==> config.mk <==
export PLATFORM = sky130hd
export DESIGN_NAME = srr_top
export DESIGN_NICKNAME = d
export VERILOG_FILES = /design/src/core/srr_pkg.sv /design/src/core/srr_top.sv
export SDC_FILE = /design/constraint.sdc
export NUM_CORES = 1
export LEC_CHECK = 0
export BUFFER_PORTS_ARGS = -buffer_cell sky130_fd_sc_hd__buf_2
export CORE_MARGIN = 2
export CORE_UTILIZATION = 41
export DETAILED_ROUTE_END_ITERATION = 12
export GPL_TIMING_DRIVEN = 0
export PLACE_DENSITY = 0.95
export SYNTH_ARGS = -nofsm -noshare
export SYNTH_HDL_FRONTEND = slang
export SYNTH_SLANG_ARGS = --single-unit
==> constraint.sdc <==
create_clock -name clk -period 2.55 [get_ports clk]
set_clock_uncertainty 0.1 [all_clocks]
set_input_delay 0.51 -clock clk [delete_from_list [all_inputs] [get_ports clk]]
set_output_delay 0.51 -clock clk [all_outputs]
set_load 0.03 [all_outputs]
==> src/core/srr_pkg.sv <==
// constants and types of the spi request routing block
package srr_pkg;

	// register byte offsets
	localparam logic [3:0] SRR_OFS_RSE   = 4'h0;
	localparam logic [3:0] SRR_OFS_STAT  = 4'h4;
	localparam logic [3:0] SRR_OFS_CLR   = 4'h8;

	// field positions; the _EN positions are shared by enable, status and clear words, the _SEL positions are in the enable word only
	localparam int SRR_B_TXUF_EN  = 27;
	localparam int SRR_B_TXFF_EN  = 25;
	localparam int SRR_B_TXFF_SEL = 24;
	localparam int SRR_B_RXOF_EN  = 19;
	localparam int SRR_B_RXDF_EN  = 17;
	localparam int SRR_B_RXDF_SEL = 16;

	// writable bits of request_select_enable
	localparam logic [31:0] SRR_RSE_MASK  = 32'h0B0B_0000;
	// flag bits of the status word
	localparam logic [31:0] SRR_STAT_MASK = 32'h0A0A_0000;
	// values after reset
	localparam logic [31:0] SRR_RSE_RST   = 32'h0000_0000;
	localparam logic [3:0]  SRR_FLAG_RST  = 4'h0;

	// cycles from request accept to answer
	localparam int SRR_ANSWER_CYC = 1;

	// flag inputs from the spi core
	typedef struct packed {
		logic txUnderflowEvt;
		logic txFifoNotFull;
		logic rxOverflowEvt;
		logic rxFifoNotEmpty;
	} srr_flags_in_t;

	// dma request or acknowledge pair
	typedef struct packed {
		logic txFill;
		logic rxDrain;
	} srr_dma_t;

	// held flags: underflow, fill, overflow, drain
	typedef struct packed {
		logic txUf;
		logic txFf;
		logic rxOf;
		logic rxDf;
	} srr_flags_t;

endpackage

==> src/core/srr_top.sv <==
// spi request routing: enable/select register, flags, irq and dma requests
//
// Our own choices: the Avalon-MM interface to the registers and the register addresses.
`timescale 1ns/1ns
module srr_top
	import srr_pkg::*;
#(
	parameter int ADDR_W = 4
)
(
	// clock and reset
	input  wire logic              clk,
	input  wire logic              rstn,
	// avalon-mm slave
	input  wire logic [ADDR_W-1:0] address,
	input  wire logic              read,
	input  wire logic              write,
	input  wire logic [31:0]       writedata,
	output logic      [31:0]       readdata,
	output logic                   waitrequest,
	// spi core side
	input  wire srr_flags_in_t     spiFlags,
	input  wire logic              spiRunning,
	// dma controller
	input  wire srr_dma_t          dmaAck,
	output srr_dma_t               dmaReq,
	// interrupt controller
	output logic                   irq
);

	logic [31:0] rse_r;
	logic [31:0] rse_nxt;
	srr_flags_t  flags_r;
	srr_flags_t  flags_nxt;
	logic        ack_r;
	logic        ack_nxt;
	logic [31:0] readdata_r;
	logic [31:0] readdata_nxt;

	// bus decode
	logic        wrAccept;
	logic [31:0] clrBits;
	logic [31:0] statWord;
	logic [3:0]  addrLow;

	// routed requests, {irq, dma} per fill or drain flag
	logic [1:0]  txFfRoute;
	logic [1:0]  rxDfRoute;
	// interrupt sources: underflow, fill, overflow, drain
	logic [3:0]  irqSrc;
	logic        txUfIrq;
	logic        rxOfIrq;

	// place held flags at their status positions
	function automatic logic [31:0] flagWord(input srr_flags_t f);
		logic [31:0] w;
		w = 32'h0000_0000;
		w[SRR_B_TXUF_EN] = f.txUf;
		w[SRR_B_TXFF_EN] = f.txFf;
		w[SRR_B_RXOF_EN] = f.rxOf;
		w[SRR_B_RXDF_EN] = f.rxDf;
		return w;
	endfunction

	// interrupt-only source: flag gated by its enable
	function automatic logic irqGate(
		input logic flag,
		input logic en
	);
		return flag & en;
	endfunction

	// fill or drain source: {irq, dma}; select 0 irq, 1 dma, never both
	function automatic logic [1:0] routeReq(
		input logic flag,
		input logic en,
		input logic sel
	);
		logic on;
		on = flag & en;
		return {on & ~sel, on & sel};
	endfunction

	// next value of one sticky flag; a set beats a clear in one cycle
	function automatic logic nextFlag(
		input logic held,
		input logic setEvt,
		input logic clrEvt
	);
		logic v;
		v = held;
		if (clrEvt)
		begin
			v = 1'b0;
		end
		if (setEvt)
		begin
			v = 1'b1;
		end
		return v;
	endfunction

	assign addrLow  = address[3:0];
	assign statWord = flagWord(flags_r);

	// bus handshake: one wait cycle, answer on the next edge
	always_comb
	begin
		ack_nxt      = 1'b0;
		readdata_nxt = readdata_r;
		if ((read | write) && !ack_r)
		begin
			ack_nxt = 1'b1;
		end
		if (read && !ack_r)
		begin
			unique case (addrLow)
				SRR_OFS_RSE:
				begin
					// reserved positions always read zero
					readdata_nxt = rse_r & SRR_RSE_MASK;
				end
				SRR_OFS_STAT:
				begin
					readdata_nxt = statWord;
				end
				default:
				begin
					// clear word and unmapped offsets
					readdata_nxt = 32'h0000_0000;
				end
			endcase
		end
	end

	always_ff @(posedge clk or negedge rstn)
	begin
		if (!rstn)
		begin
			ack_r <= 1'b0;
		end
		else
		begin
			ack_r <= ack_nxt;
		end
	end

	// read data stands until the next read answer
	always_ff @(posedge clk or negedge rstn)
	begin
		if (!rstn)
		begin
			readdata_r <= 32'h0000_0000;
		end
		else
		begin
			readdata_r <= readdata_nxt;
		end
	end

	assign waitrequest = (read | write) & ~ack_r;
	assign readdata    = readdata_r;
	assign wrAccept    = write & ack_r;

	// enable/select register
	always_comb
	begin
		rse_nxt = rse_r;
		// writes during a running transfer are dropped
		if (wrAccept && addrLow == SRR_OFS_RSE && !spiRunning)
		begin
			rse_nxt = writedata & SRR_RSE_MASK;
		end
	end

	always_ff @(posedge clk or negedge rstn)
	begin
		if (!rstn)
		begin
			rse_r <= SRR_RSE_RST;
		end
		else
		begin
			rse_r <= rse_nxt;
		end
	end

	// write-one-to-clear, through status or clear offset
	always_comb
	begin
		clrBits = 32'h0000_0000;
		if (wrAccept)
		begin
			unique case (addrLow)
				SRR_OFS_STAT,
				SRR_OFS_CLR:
				begin
					clrBits = writedata & SRR_STAT_MASK;
				end
				default:
				begin
					clrBits = 32'h0000_0000;
				end
			endcase
		end
	end

	// sticky flags; a set in the clearing cycle wins
	always_comb
	begin
		flags_nxt      = flags_r;
		flags_nxt.txUf = nextFlag(flags_r.txUf, spiFlags.txUnderflowEvt,
			clrBits[SRR_B_TXUF_EN]);
		flags_nxt.rxOf = nextFlag(flags_r.rxOf, spiFlags.rxOverflowEvt,
			clrBits[SRR_B_RXOF_EN]);
		// fill flag is set while the tx fifo is not full and held; w1 or dma ack clear it
		flags_nxt.txFf = nextFlag(flags_r.txFf, spiFlags.txFifoNotFull,
			clrBits[SRR_B_TXFF_EN] | dmaAck.txFill);
		// drain flag clears only once the rx fifo is empty
		flags_nxt.rxDf = nextFlag(flags_r.rxDf, spiFlags.rxFifoNotEmpty,
			clrBits[SRR_B_RXDF_EN] | dmaAck.rxDrain);
	end

	always_ff @(posedge clk or negedge rstn)
	begin
		if (!rstn)
		begin
			flags_r <= SRR_FLAG_RST;
		end
		else
		begin
			flags_r <= flags_nxt;
		end
	end

	// request routing; outputs follow the registers in the same cycle
	always_comb
	begin
		txUfIrq = irqGate(flags_r.txUf,
			rse_r[SRR_B_TXUF_EN]);
		rxOfIrq = irqGate(flags_r.rxOf,
			rse_r[SRR_B_RXOF_EN]);
		txFfRoute = routeReq(flags_r.txFf, rse_r[SRR_B_TXFF_EN],
			rse_r[SRR_B_TXFF_SEL]);
		rxDfRoute = routeReq(flags_r.rxDf, rse_r[SRR_B_RXDF_EN],
			rse_r[SRR_B_RXDF_SEL]);
		irqSrc = {txUfIrq, txFfRoute[1], rxOfIrq, rxDfRoute[1]};
	end

	assign dmaReq.txFill  = txFfRoute[0];
	assign dmaReq.rxDrain = rxDfRoute[0];
	// one level line for all enabled interrupt sources
	assign irq            = |irqSrc;

endmodule // srr_top

Word-level counts from Yosys, hierarchy flattened
Index checks and enable logic that the tools add are counted.
{"block": "word_totals", "mem_bits_rw": 0, "wordCells": 50, "latch_bits": 0, "n_memories": 0, "mem_bits_ro": 0, "ff_bits": 43, "inputBits": 47}
{"block": "op_classes", "mux": 12, "n_shift": 0, "n_reduce_logical": 13, "multipliers": 0, "n_eq_ne": 2, "bitwise": 16, "order_cmp": 0, "div": 0, "add_sub_neg": 0}
{"op": "$mux W28", "n": 2}
{"op": "$pmux W28 S2", "n": 1}
{"op": "$and A1 B1 Y1", "n": 10}
{"op": "$mux W1", "n": 9}
{"op": "$reduce_bool A2 Y1", "n": 4}
{"op": "$eq A4 B3 Y1 const B", "n": 1}
{"op": "$eq A4 B4 Y1 const B", "n": 1}
{"op": "$logic_and A1 B1 Y1", "n": 4}
{"op": "$logic_not A4 Y1", "n": 1}
{"op": "$reduce_or A4 Y1", "n": 1}
{"op": "$not A1 Y1", "n": 3}
{"op": "$or A1 B1 Y1", "n": 3}
{"op": "$logic_not A1 Y1", "n": 2}
{"op": "$reduce_or A2 Y1", "n": 1}

Depth between registers and ports, before layout
Gate-level depths: netlist of run 1.
{"block": "depth", "depth_word": 7, "depth_mapped": 4}

Least setup slack after synthesis of run 1
OpenSTA, ideal clock, no wires.
{"block": "synth_path", "path_kind": "input to register", "startpoint": "input address[3]", "endpoint": "register rse_r[16]", "path_buffers": 0, "arrival_ps": 1643, "t_required_ps": 2325, "path_slack_ps": 682, "cell_stages": 3, "setup_ps": 125, "path_cell_list": "or3_4 nor4_4 mux2_2"}
{"block": "synth_between", "elab_chain_cells": 3}
{"element": "from (decl)", "line": "srr_top.sv:15", "text": "input wire logic [ADDR_W-1:0] address,"}
{"element": "$logic_not A4 Y1", "line": "srr_top.sv:170", "text": "if (wrAccept && addrLow == SRR_OFS_RSE && !spiRunning)"}
{"element": "$logic_and A1 B1 Y1 (2 in a row)", "line": "srr_top.sv:170"}
{"element": "to (signal assigned)", "line": "srr_top.sv:184", "text": "rse_r <= rse_nxt;"}
{"element": "to (decl)", "line": "srr_top.sv:31", "text": "logic [31:0] rse_r;"}
No other way between the ends.
A chain may end at the register's enable or synchronous reset.

Final worst setup path of run 1
{"block": "layout_path", "startpoint": "register rse_r[19]", "endpoint": "output irq"}
{"block": "layout_between", "elab_chain_cells": 2}
{"element": "$and A1 B1 Y1", "line": "srr_top.sv:70", "text": "return flag & en;"}
{"element": "$reduce_or A4 Y1", "line": "srr_top.sv:253", "text": "assign irq = |irqSrc;"}
{"element": "to (decl)", "line": "srr_top.sv:28", "text": "output logic irq"}
No other way between the ends.

==> results of run 1 <==
[registers in the layout, summed over array words and instances (netlist names)]
signal / cells
flags_r: 4
ack_r: 1
readdata: 6
rse_r: 6
[logic make-up after synthesis]
| kind of cell | count (synthesis) | share of synthesized area (%) |
|---|---|---|
| mux | 10 | 10.8 |
| xor+xnor | 1 | 0.883 |
| buf+inv | 34 | 23.7 |
| other cells | 1 | 0.378 |
| compound gates | 14 | 9.21 |
| simple gates | 22 | 12.1 |
| flops | 17 | 42.9 |
[worst max-delay path: stages, from the launching register on]
cell and delay [ps]:
sky130_fd_sc_hd__dfrtp_1 400, sky130_fd_sc_hd__a22oi_1 190, sky130_fd_sc_hd__o221ai_1 140, sky130_fd_sc_hd__buf_2 200
[area by class of cell]
class                           instances  area [um2]  area share [%]
Clock buffer                            4        26.3            2.03
Multi-Input combinational cell         73         425            32.9
Inverter                                6        22.5            1.74
Tap cell                               28        35.0            2.71
Sequential cell                        17         425            32.9
Buffer                                 28         213            16.5
Timing Repair Buffer                   29         145            11.2
[metal layers]
layer  up-vias  wire, um  global-route usage (%)
met3         2       162                    3.95
met5         -         0                       0
met4         0         7                    3.85
li1        401         -                       -
met1       331       714                    16.0
met2        34       938                    26.3
[power groups by stage]
| stage | clock network, mW | logic [mW] | registers (mW) |
|---|---|---|---|
| 2_1_floorplan | 0 | 0.147 | 0.317 |
| 3_3_place_gp | 0 | 0.196 | 0.312 |
| 3_5_place_dp | 0 | 0.198 | 0.314 |
| 4_1_cts | 0.146 | 0.198 | 0.309 |
| 5_1_grt | 0.159 | 0.215 | 0.312 |
| 6_report | 0.139 | 0.198 | 0.309 |
[cell usage in the layout (no fill, tap or decap), types with 3 or more instances in the layout]
cell type,count
sky130_fd_sc_hd__mux2i_1,4
sky130_fd_sc_hd__clkbuf_4,3
sky130_fd_sc_hd__a31oi_1,4
sky130_fd_sc_hd__mux2_2,6
sky130_fd_sc_hd__buf_4,26
sky130_fd_sc_hd__nand2_1,11
sky130_fd_sc_hd__conb_1,26
sky130_fd_sc_hd__o31ai_1,4
sky130_fd_sc_hd__nor2_1,4
sky130_fd_sc_hd__dfrtp_1,17
sky130_fd_sc_hd__buf_2,29
sky130_fd_sc_hd__inv_1,6
[worst min-delay path by stage]
stage / startpoint / to / slack (ps) / depth (start not counted)
after floorplan: rstn / ack_r / 110 / 0
after global placement: rstn / readdata[19] / 340 / 1
after detailed placement: rstn / readdata[19] / 350 / 1
after CTS: rstn / readdata[25] / 40 / 1
after global routing: rstn / readdata[17] / 50 / 1
final: rstn / readdata[25] / 30 / 1
==> impl_results.rst, run 1 <==
.. list-table::
   :header-rows: 1

   * - Metric
     - Value
   * - I/O Pins
     - 83
   * - Last weighted congestion value of the routability-driven placer
     - 0.731
   * - Worst-Skew Late Latency
     - 280 ps
   * - Top area cells in the synthesized netlist
     - sky130_fd_sc_hd__dfrtp_1 (43%), sky130_fd_sc_hd__buf_4 (20%), sky130_fd_sc_hd__mux2_2 (6.8%), sky130_fd_sc_hd__nand2_1 (4.2%), sky130_fd_sc_hd__mux2i_1 (4.0%)
   * - Number of nets still failing antenna checks after routing
     - 0
   * - Setup slack at placement
     - 434 ps
   * - Filler Cells Inserted
     - 229
   * - Total Negative Setup Slacks
     - 0 ps
   * - Worst hold-check path type
     - input pin to async pin
   * - Layout Cells excl Fill
     - 185
   * - Clock tree from TritonCTS
     - built
   * - Net switching share of the total power
     - 33.9%
   * - Vias in the first global route
     - 689
   * - Number of DRC violations after detailed routing
     - 0
   * - Flip-flop and latch count after synthesis
     - 17
   * - Worst Path Class, Setup
     - register to output port
   * - Share of total power in the clock network
     - 21.6%
   * - Largest driver fanout on the critical path
     - 3
   * - Synth Area per Inst
     - 10.0 um2
   * - Cell variety after synth
     - 22
   * - Reported net switching power
     - 0.219 mW
   * - Leakage Power
     - 0.735 nW
   * - Row count
     - 17
   * - F_max
     - 552 MHz
   * - Initial Utilization
     - 44.0%
   * - Violation count after the first detailed-route iteration
     - 6
   * - Post-CTS Setup Bufs
     - 0
   * - Reg-to-reg endpoint
     - flags_r[1]
   * - PostCTS Resize Cnt
     - 0
   * - Antenna violations before repair
     - 0
   * - Total congestion overflow after global routing
     - 0
   * - Tmin final
     - 1810 ps
   * - Via count
     - 768
   * - Number of failing hold endpoints at the final stage
     - 0
   * - Max-cap viol count
     - 0
   * - # placed instances
     - 181
   * - Total wire length
     - 1.82 mm
   * - Syn-to-layout area delta
     - 30.3%
   * - Die Y
     - 53.2 um
   * - Setup repair after global routing missed its margin
     - no
   * - Internal reg-to-reg setup slack
     - 990 ps
   * - Worst setup path endpoint
     - irq
   * - Fraction of final layout cells with drive strength greater than 1
     - 42.7%
   * - Final standard cell area without fillers
     - 1290 um2
   * - Die X
     - 53.2 um
   * - Portion of synthesized cell area occupied by the leading cell type
     - 42.9%
   * - Cell with the most instances after synthesis
     - sky130_fd_sc_hd__buf_4
   * - Hold bufs inserted after CTS
     - 0
   * - Arrival time at the worst endpoint
     - 1200 ps
   * - Clock slew at reported path FFs
     - 100 ps
   * - Core Area
     - 2250 um2
   * - Top cells by count, synth
     - sky130_fd_sc_hd__buf_4 (26), sky130_fd_sc_hd__dfrtp_1 (17), sky130_fd_sc_hd__nand2_1 (11)
   * - First-pass DRT Iterations
     - 3
   * - Clk Tree Root Cell
     - sky130_fd_sc_hd__clkbuf_4
   * - Utilization after layout
     - 57.3%
   * - Number of buffers created by CTS
     - 3
   * - Total Power Consumption
     - 0.646 mW
   * - Detailed-route vias per instance
     - 4.15
   * - Hold slack
     - 28.4 ps
   * - Placed Area
     - 1270 um2
   * - GRT Resource Usage Total
     - 14.3%
   * - Type of element launching the critical path
     - register
   * - Syn. warnings
     - 0
   * - Worst endpoint required time
     - 1940 ps
   * - Status
     - complete, no violations
   * - Post-Syn Instances
     - 99
   * - Number of cells on the worst reg-to-reg path
     - 3
   * - Biggest area consumer among synthesized cells
     - sky130_fd_sc_hd__dfrtp_1
   * - Wire length of the first global-routing pass
     - 2.91 mm
   * - Count of input and output buffers
     - 29
   * - Fraction of power consumed by combinational cells
     - 30.6%
   * - Placed wire-length estimate after detailed placement
     - 1.56 mm
   * - Critical Path Start
     - rse_r[19]
   * - Die area
     - 2830 um2
   * - Power density over cell area
     - 500 nW/um2
   * - Ratio of final minimum period to clock period
     - 71.1%
   * - Maximum level of the CTS H-tree
     - 1
   * - Reg2Reg Launch Point
     - ack_r
   * - Pin slew with the least headroom to its limit
     - 781 ps
   * - Kind of capture point of the worst setup path
     - output port
   * - Maximum VDD drop
     - 0.355 mV
   * - Routed WL per cell
     - 9.85 um
   * - EDFF count, synth
     - 0
   * - Count of pins over their slew limit
     - 0
   * - Ant diodes
     - 0
   * - Final Worst Setup Slack
     - 738 ps
   * - Sequential share of power
     - 47.8%
   * - Tightest slew margin relative to the limit
     - 47.5%
   * - Async set-reset flop share out of synthesis
     - 100%
   * - Clock sinks
     - 17
   * - Main flop type after synthesis
     - sky130_fd_sc_hd__dfrtp_1
   * - Sequential area share after synthesis
     - 42.9%
   * - Final #Nets
     - 205
   * - Largest net degree at the start of global routing
     - 18
   * - Final setup violation count
     - 0
   * - Max Root-Sink Buffers
     - 2
   * - Internal Pwr Total
     - 0.427 mW
   * - Post-Synthesis Cell Area
     - 992 um2
Power figures use the tool's default switching activity.
==> run 2, diff against run 1 <==
--- a/config.mk
+++ b/config.mk
@@ -7,10 +7,10 @@
 export LEC_CHECK = 0
 export BUFFER_PORTS_ARGS = -buffer_cell sky130_fd_sc_hd__buf_2
 export CORE_MARGIN = 2
-export CORE_UTILIZATION = 41
+export CORE_UTILIZATION = 38
 export DETAILED_ROUTE_END_ITERATION = 12
 export GPL_TIMING_DRIVEN = 0
-export PLACE_DENSITY = 0.95
+export PLACE_DENSITY = 0.89
 export SYNTH_ARGS = -nofsm -noshare
 export SYNTH_HDL_FRONTEND = slang
 export SYNTH_SLANG_ARGS = --single-unit
==> constraint.sdc (replaced) <==
create_clock -name clk -period 1.7 [get_ports clk]
set_clock_uncertainty 0.1 [all_clocks]
set_input_delay 0.34 -clock clk [delete_from_list [all_inputs] [get_ports clk]]
set_output_delay 0.34 -clock clk [all_outputs]
set_load 0.03 [all_outputs]
==> run 2 against run 1 <==
  * Cell count increased by 2.7%
  * Clock power increased by 50%
  * Sequential cell count unchanged
  * Largest cell class is now multi-input gates
  * Highest routed layer is now met3
  * Clock-buffer cell count decreased by 1
==> impl_results.rst, run 2 (synthesized netlist as in run 1, its figures left out) <==
.. list-table::
   :header-rows: 1

   * - Metric
     - Value
   * - Status
     - complete, no violations
   * - Crit path buf inv count
     - 1
   * - Clk Tree Root Cell
     - sky130_fd_sc_hd__clkbuf_4
   * - Count of input and output buffers
     - 29
   * - Total Negative Setup Slacks
     - 0 ps
   * - Number of nets still failing antenna checks after routing
     - 0
   * - Placed Area
     - 1270 um2
   * - Sink of the worst hold path
     - flags_r[3]
   * - F_max
     - 604 MHz
   * - Ratio of final minimum period to clock period
     - 97.4%
   * - Reg2Reg Launch Point
     - ack_r
   * - Fraction of final layout cells with drive strength greater than 1
     - 45.6%
   * - Max-cap viol count
     - 0
   * - Internal reg-to-reg setup slack
     - 260 ps
   * - Worst Path Class, Setup
     - register to output port
   * - Max Root-Sink Buffers
     - 2
   * - Leakage Power
     - 0.754 nW
   * - Count of pins over their slew limit
     - 0
   * - CP max stage delay
     - 400 ps
   * - Worst-Skew Late Latency
     - 290 ps
   * - Wire length of the first global-routing pass
     - 2.90 mm
   * - GRT Resource Usage Total
     - 13.5%
   * - Clock tree from TritonCTS
     - built
   * - Clock slew at reported path FFs
     - 100 ps
   * - Arrival time at the worst endpoint
     - 1220 ps
   * - Final setup violation count
     - 0
   * - Most frequent standard cell in the layout excluding fill and tap cells
     - sky130_fd_sc_hd__buf_4
   * - Placed wire-length estimate after detailed placement
     - 1.50 mm
   * - Row count
     - 18
   * - Type of element launching the critical path
     - register
   * - Initial Utilization
     - 40.1%
   * - Utilization after layout
     - 54.1%
   * - Total congestion overflow after global routing
     - 0
   * - Largest driver fanout on the critical path
     - 2
   * - Tightest slew margin relative to the limit
     - 65.8%
   * - Total wire length
     - 1.86 mm
   * - Met2 WL post-DR
     - 901 um
   * - Routed WL per cell
     - 9.79 um
   * - Die Y
     - 55.1 um
   * - Highest-count cells in the layout ignoring fill and taps
     - sky130_fd_sc_hd__buf_4 (29), sky130_fd_sc_hd__buf_2 (28), sky130_fd_sc_hd__conb_1 (26)
   * - Core Area
     - 2480 um2
   * - Critical hold path startpoint
     - writedata[27]
   * - First-pass DRT Iterations
     - 4
   * - Number of buffers created by CTS
     - 3
   * - Number of cells on the worst reg-to-reg path
     - 3
   * - Clock sinks
     - 17
   * - Antenna violations before repair
     - 0
   * - Via count
     - 766
   * - Reg-to-reg endpoint
     - rse_r[24]
   * - Final standard cell area without fillers
     - 1340 um2
   * - I/O Pins
     - 83
   * - Ordered cell list for the critical path
     - a22oi_2 -> o221ai_2 -> buf_4
   * - Maximum level of the CTS H-tree
     - 1
   * - Final #Nets
     - 208
   * - Family with the most delay on the worst path
     - flip-flops
   * - Post-Route M1 WL
     - 752 um
   * - Total Power Consumption
     - 0.991 mW
   * - Uppermost signal routing layer after detailed routing
     - met3
   * - Vias in the first global route
     - 680
   * - Die area
     - 3040 um2
   * - Hold slack
     - 129 ps
   * - # placed instances
     - 183
   * - Ant diodes
     - 0
   * - Tmin final
     - 1660 ps
   * - Kind of capture point of the worst setup path
     - output port
   * - Number of failing hold endpoints at the final stage
     - 0
   * - Setup slack at placement
     - -255 ps
   * - Pin slew with the least headroom to its limit
     - 509 ps
   * - Final Worst Setup Slack
     - 43.6 ps
   * - Maximum VDD drop
     - 0.506 mV
   * - Number of DRC violations after detailed routing
     - 0
   * - Routed length on met3
     - 207 um
   * - Worst hold-check path type
     - input pin to register
   * - Violation count after the first detailed-route iteration
     - 8
   * - Die X
     - 55.1 um
   * - Largest net degree at the start of global routing
     - 18
   * - Power density over cell area
     - 739 nW/um2
   * - Detailed-route vias per instance
     - 4.03
   * - Worst endpoint required time
     - 1260 ps
   * - Last weighted congestion value of the routability-driven placer
     - 0.713
   * - Layout Cells excl Fill
     - 190
   * - Cell count of the worst hold path
     - 2
   * - Syn-to-layout area delta
     - 35.2%
   * - Worst path slowest cell
     - sky130_fd_sc_hd__dfrtp_1
run 2: area by class of cell:
class,instances,area (um2)
sequential,17,425
inverter,6,22.5
clock inverter,1,5.00
multi-input combinational,73,443
timing repair buffer,32,173
clock buffer,3,22.5
tap,30,37.5
fill,235,1140
buffer,28,213
run 2: how the worst max path moves through the flow:
stage	startpoint	end	slack [ps]	depth (start not counted)
after floorplan	address[3]	rse_r[16]	2	3
after global placement	address[3]	rse_r[25]	-230	4
after detailed placement	address[3]	rse_r[24]	-250	4
after CTS	rse_r[19]	irq	10	3
after global routing	rse_r[19]	irq	-40	3
final	rse_r[19]	irq	40	3
run 2: power by group:
part / internal [mW] / switching (mW)
combinational: 0.128 / 0.189
sequential: 0.437 / 0.0287
clock: 0.0874 / 0.121
run 2: repair_timing:
| action | 4_1_cts | 5_1_grt |
|---|---|---|
| setup endpoints to repair | 1 | 3 |
| buffers inserted | 2 | 0 |
| gates resized for setup | 1 | 3 |
| hold buffers | 1 | 0 |
| hold endpoints to repair | 17 | 0 |
| pin swaps | 0 | 0 |
run 2: layer usage:
layer  track usage (%)  up-vias
met3              5.11        0
met1              15.8      323
li1                  -      404
met2              24.2       39
met4              1.22        0
met5                 0        -
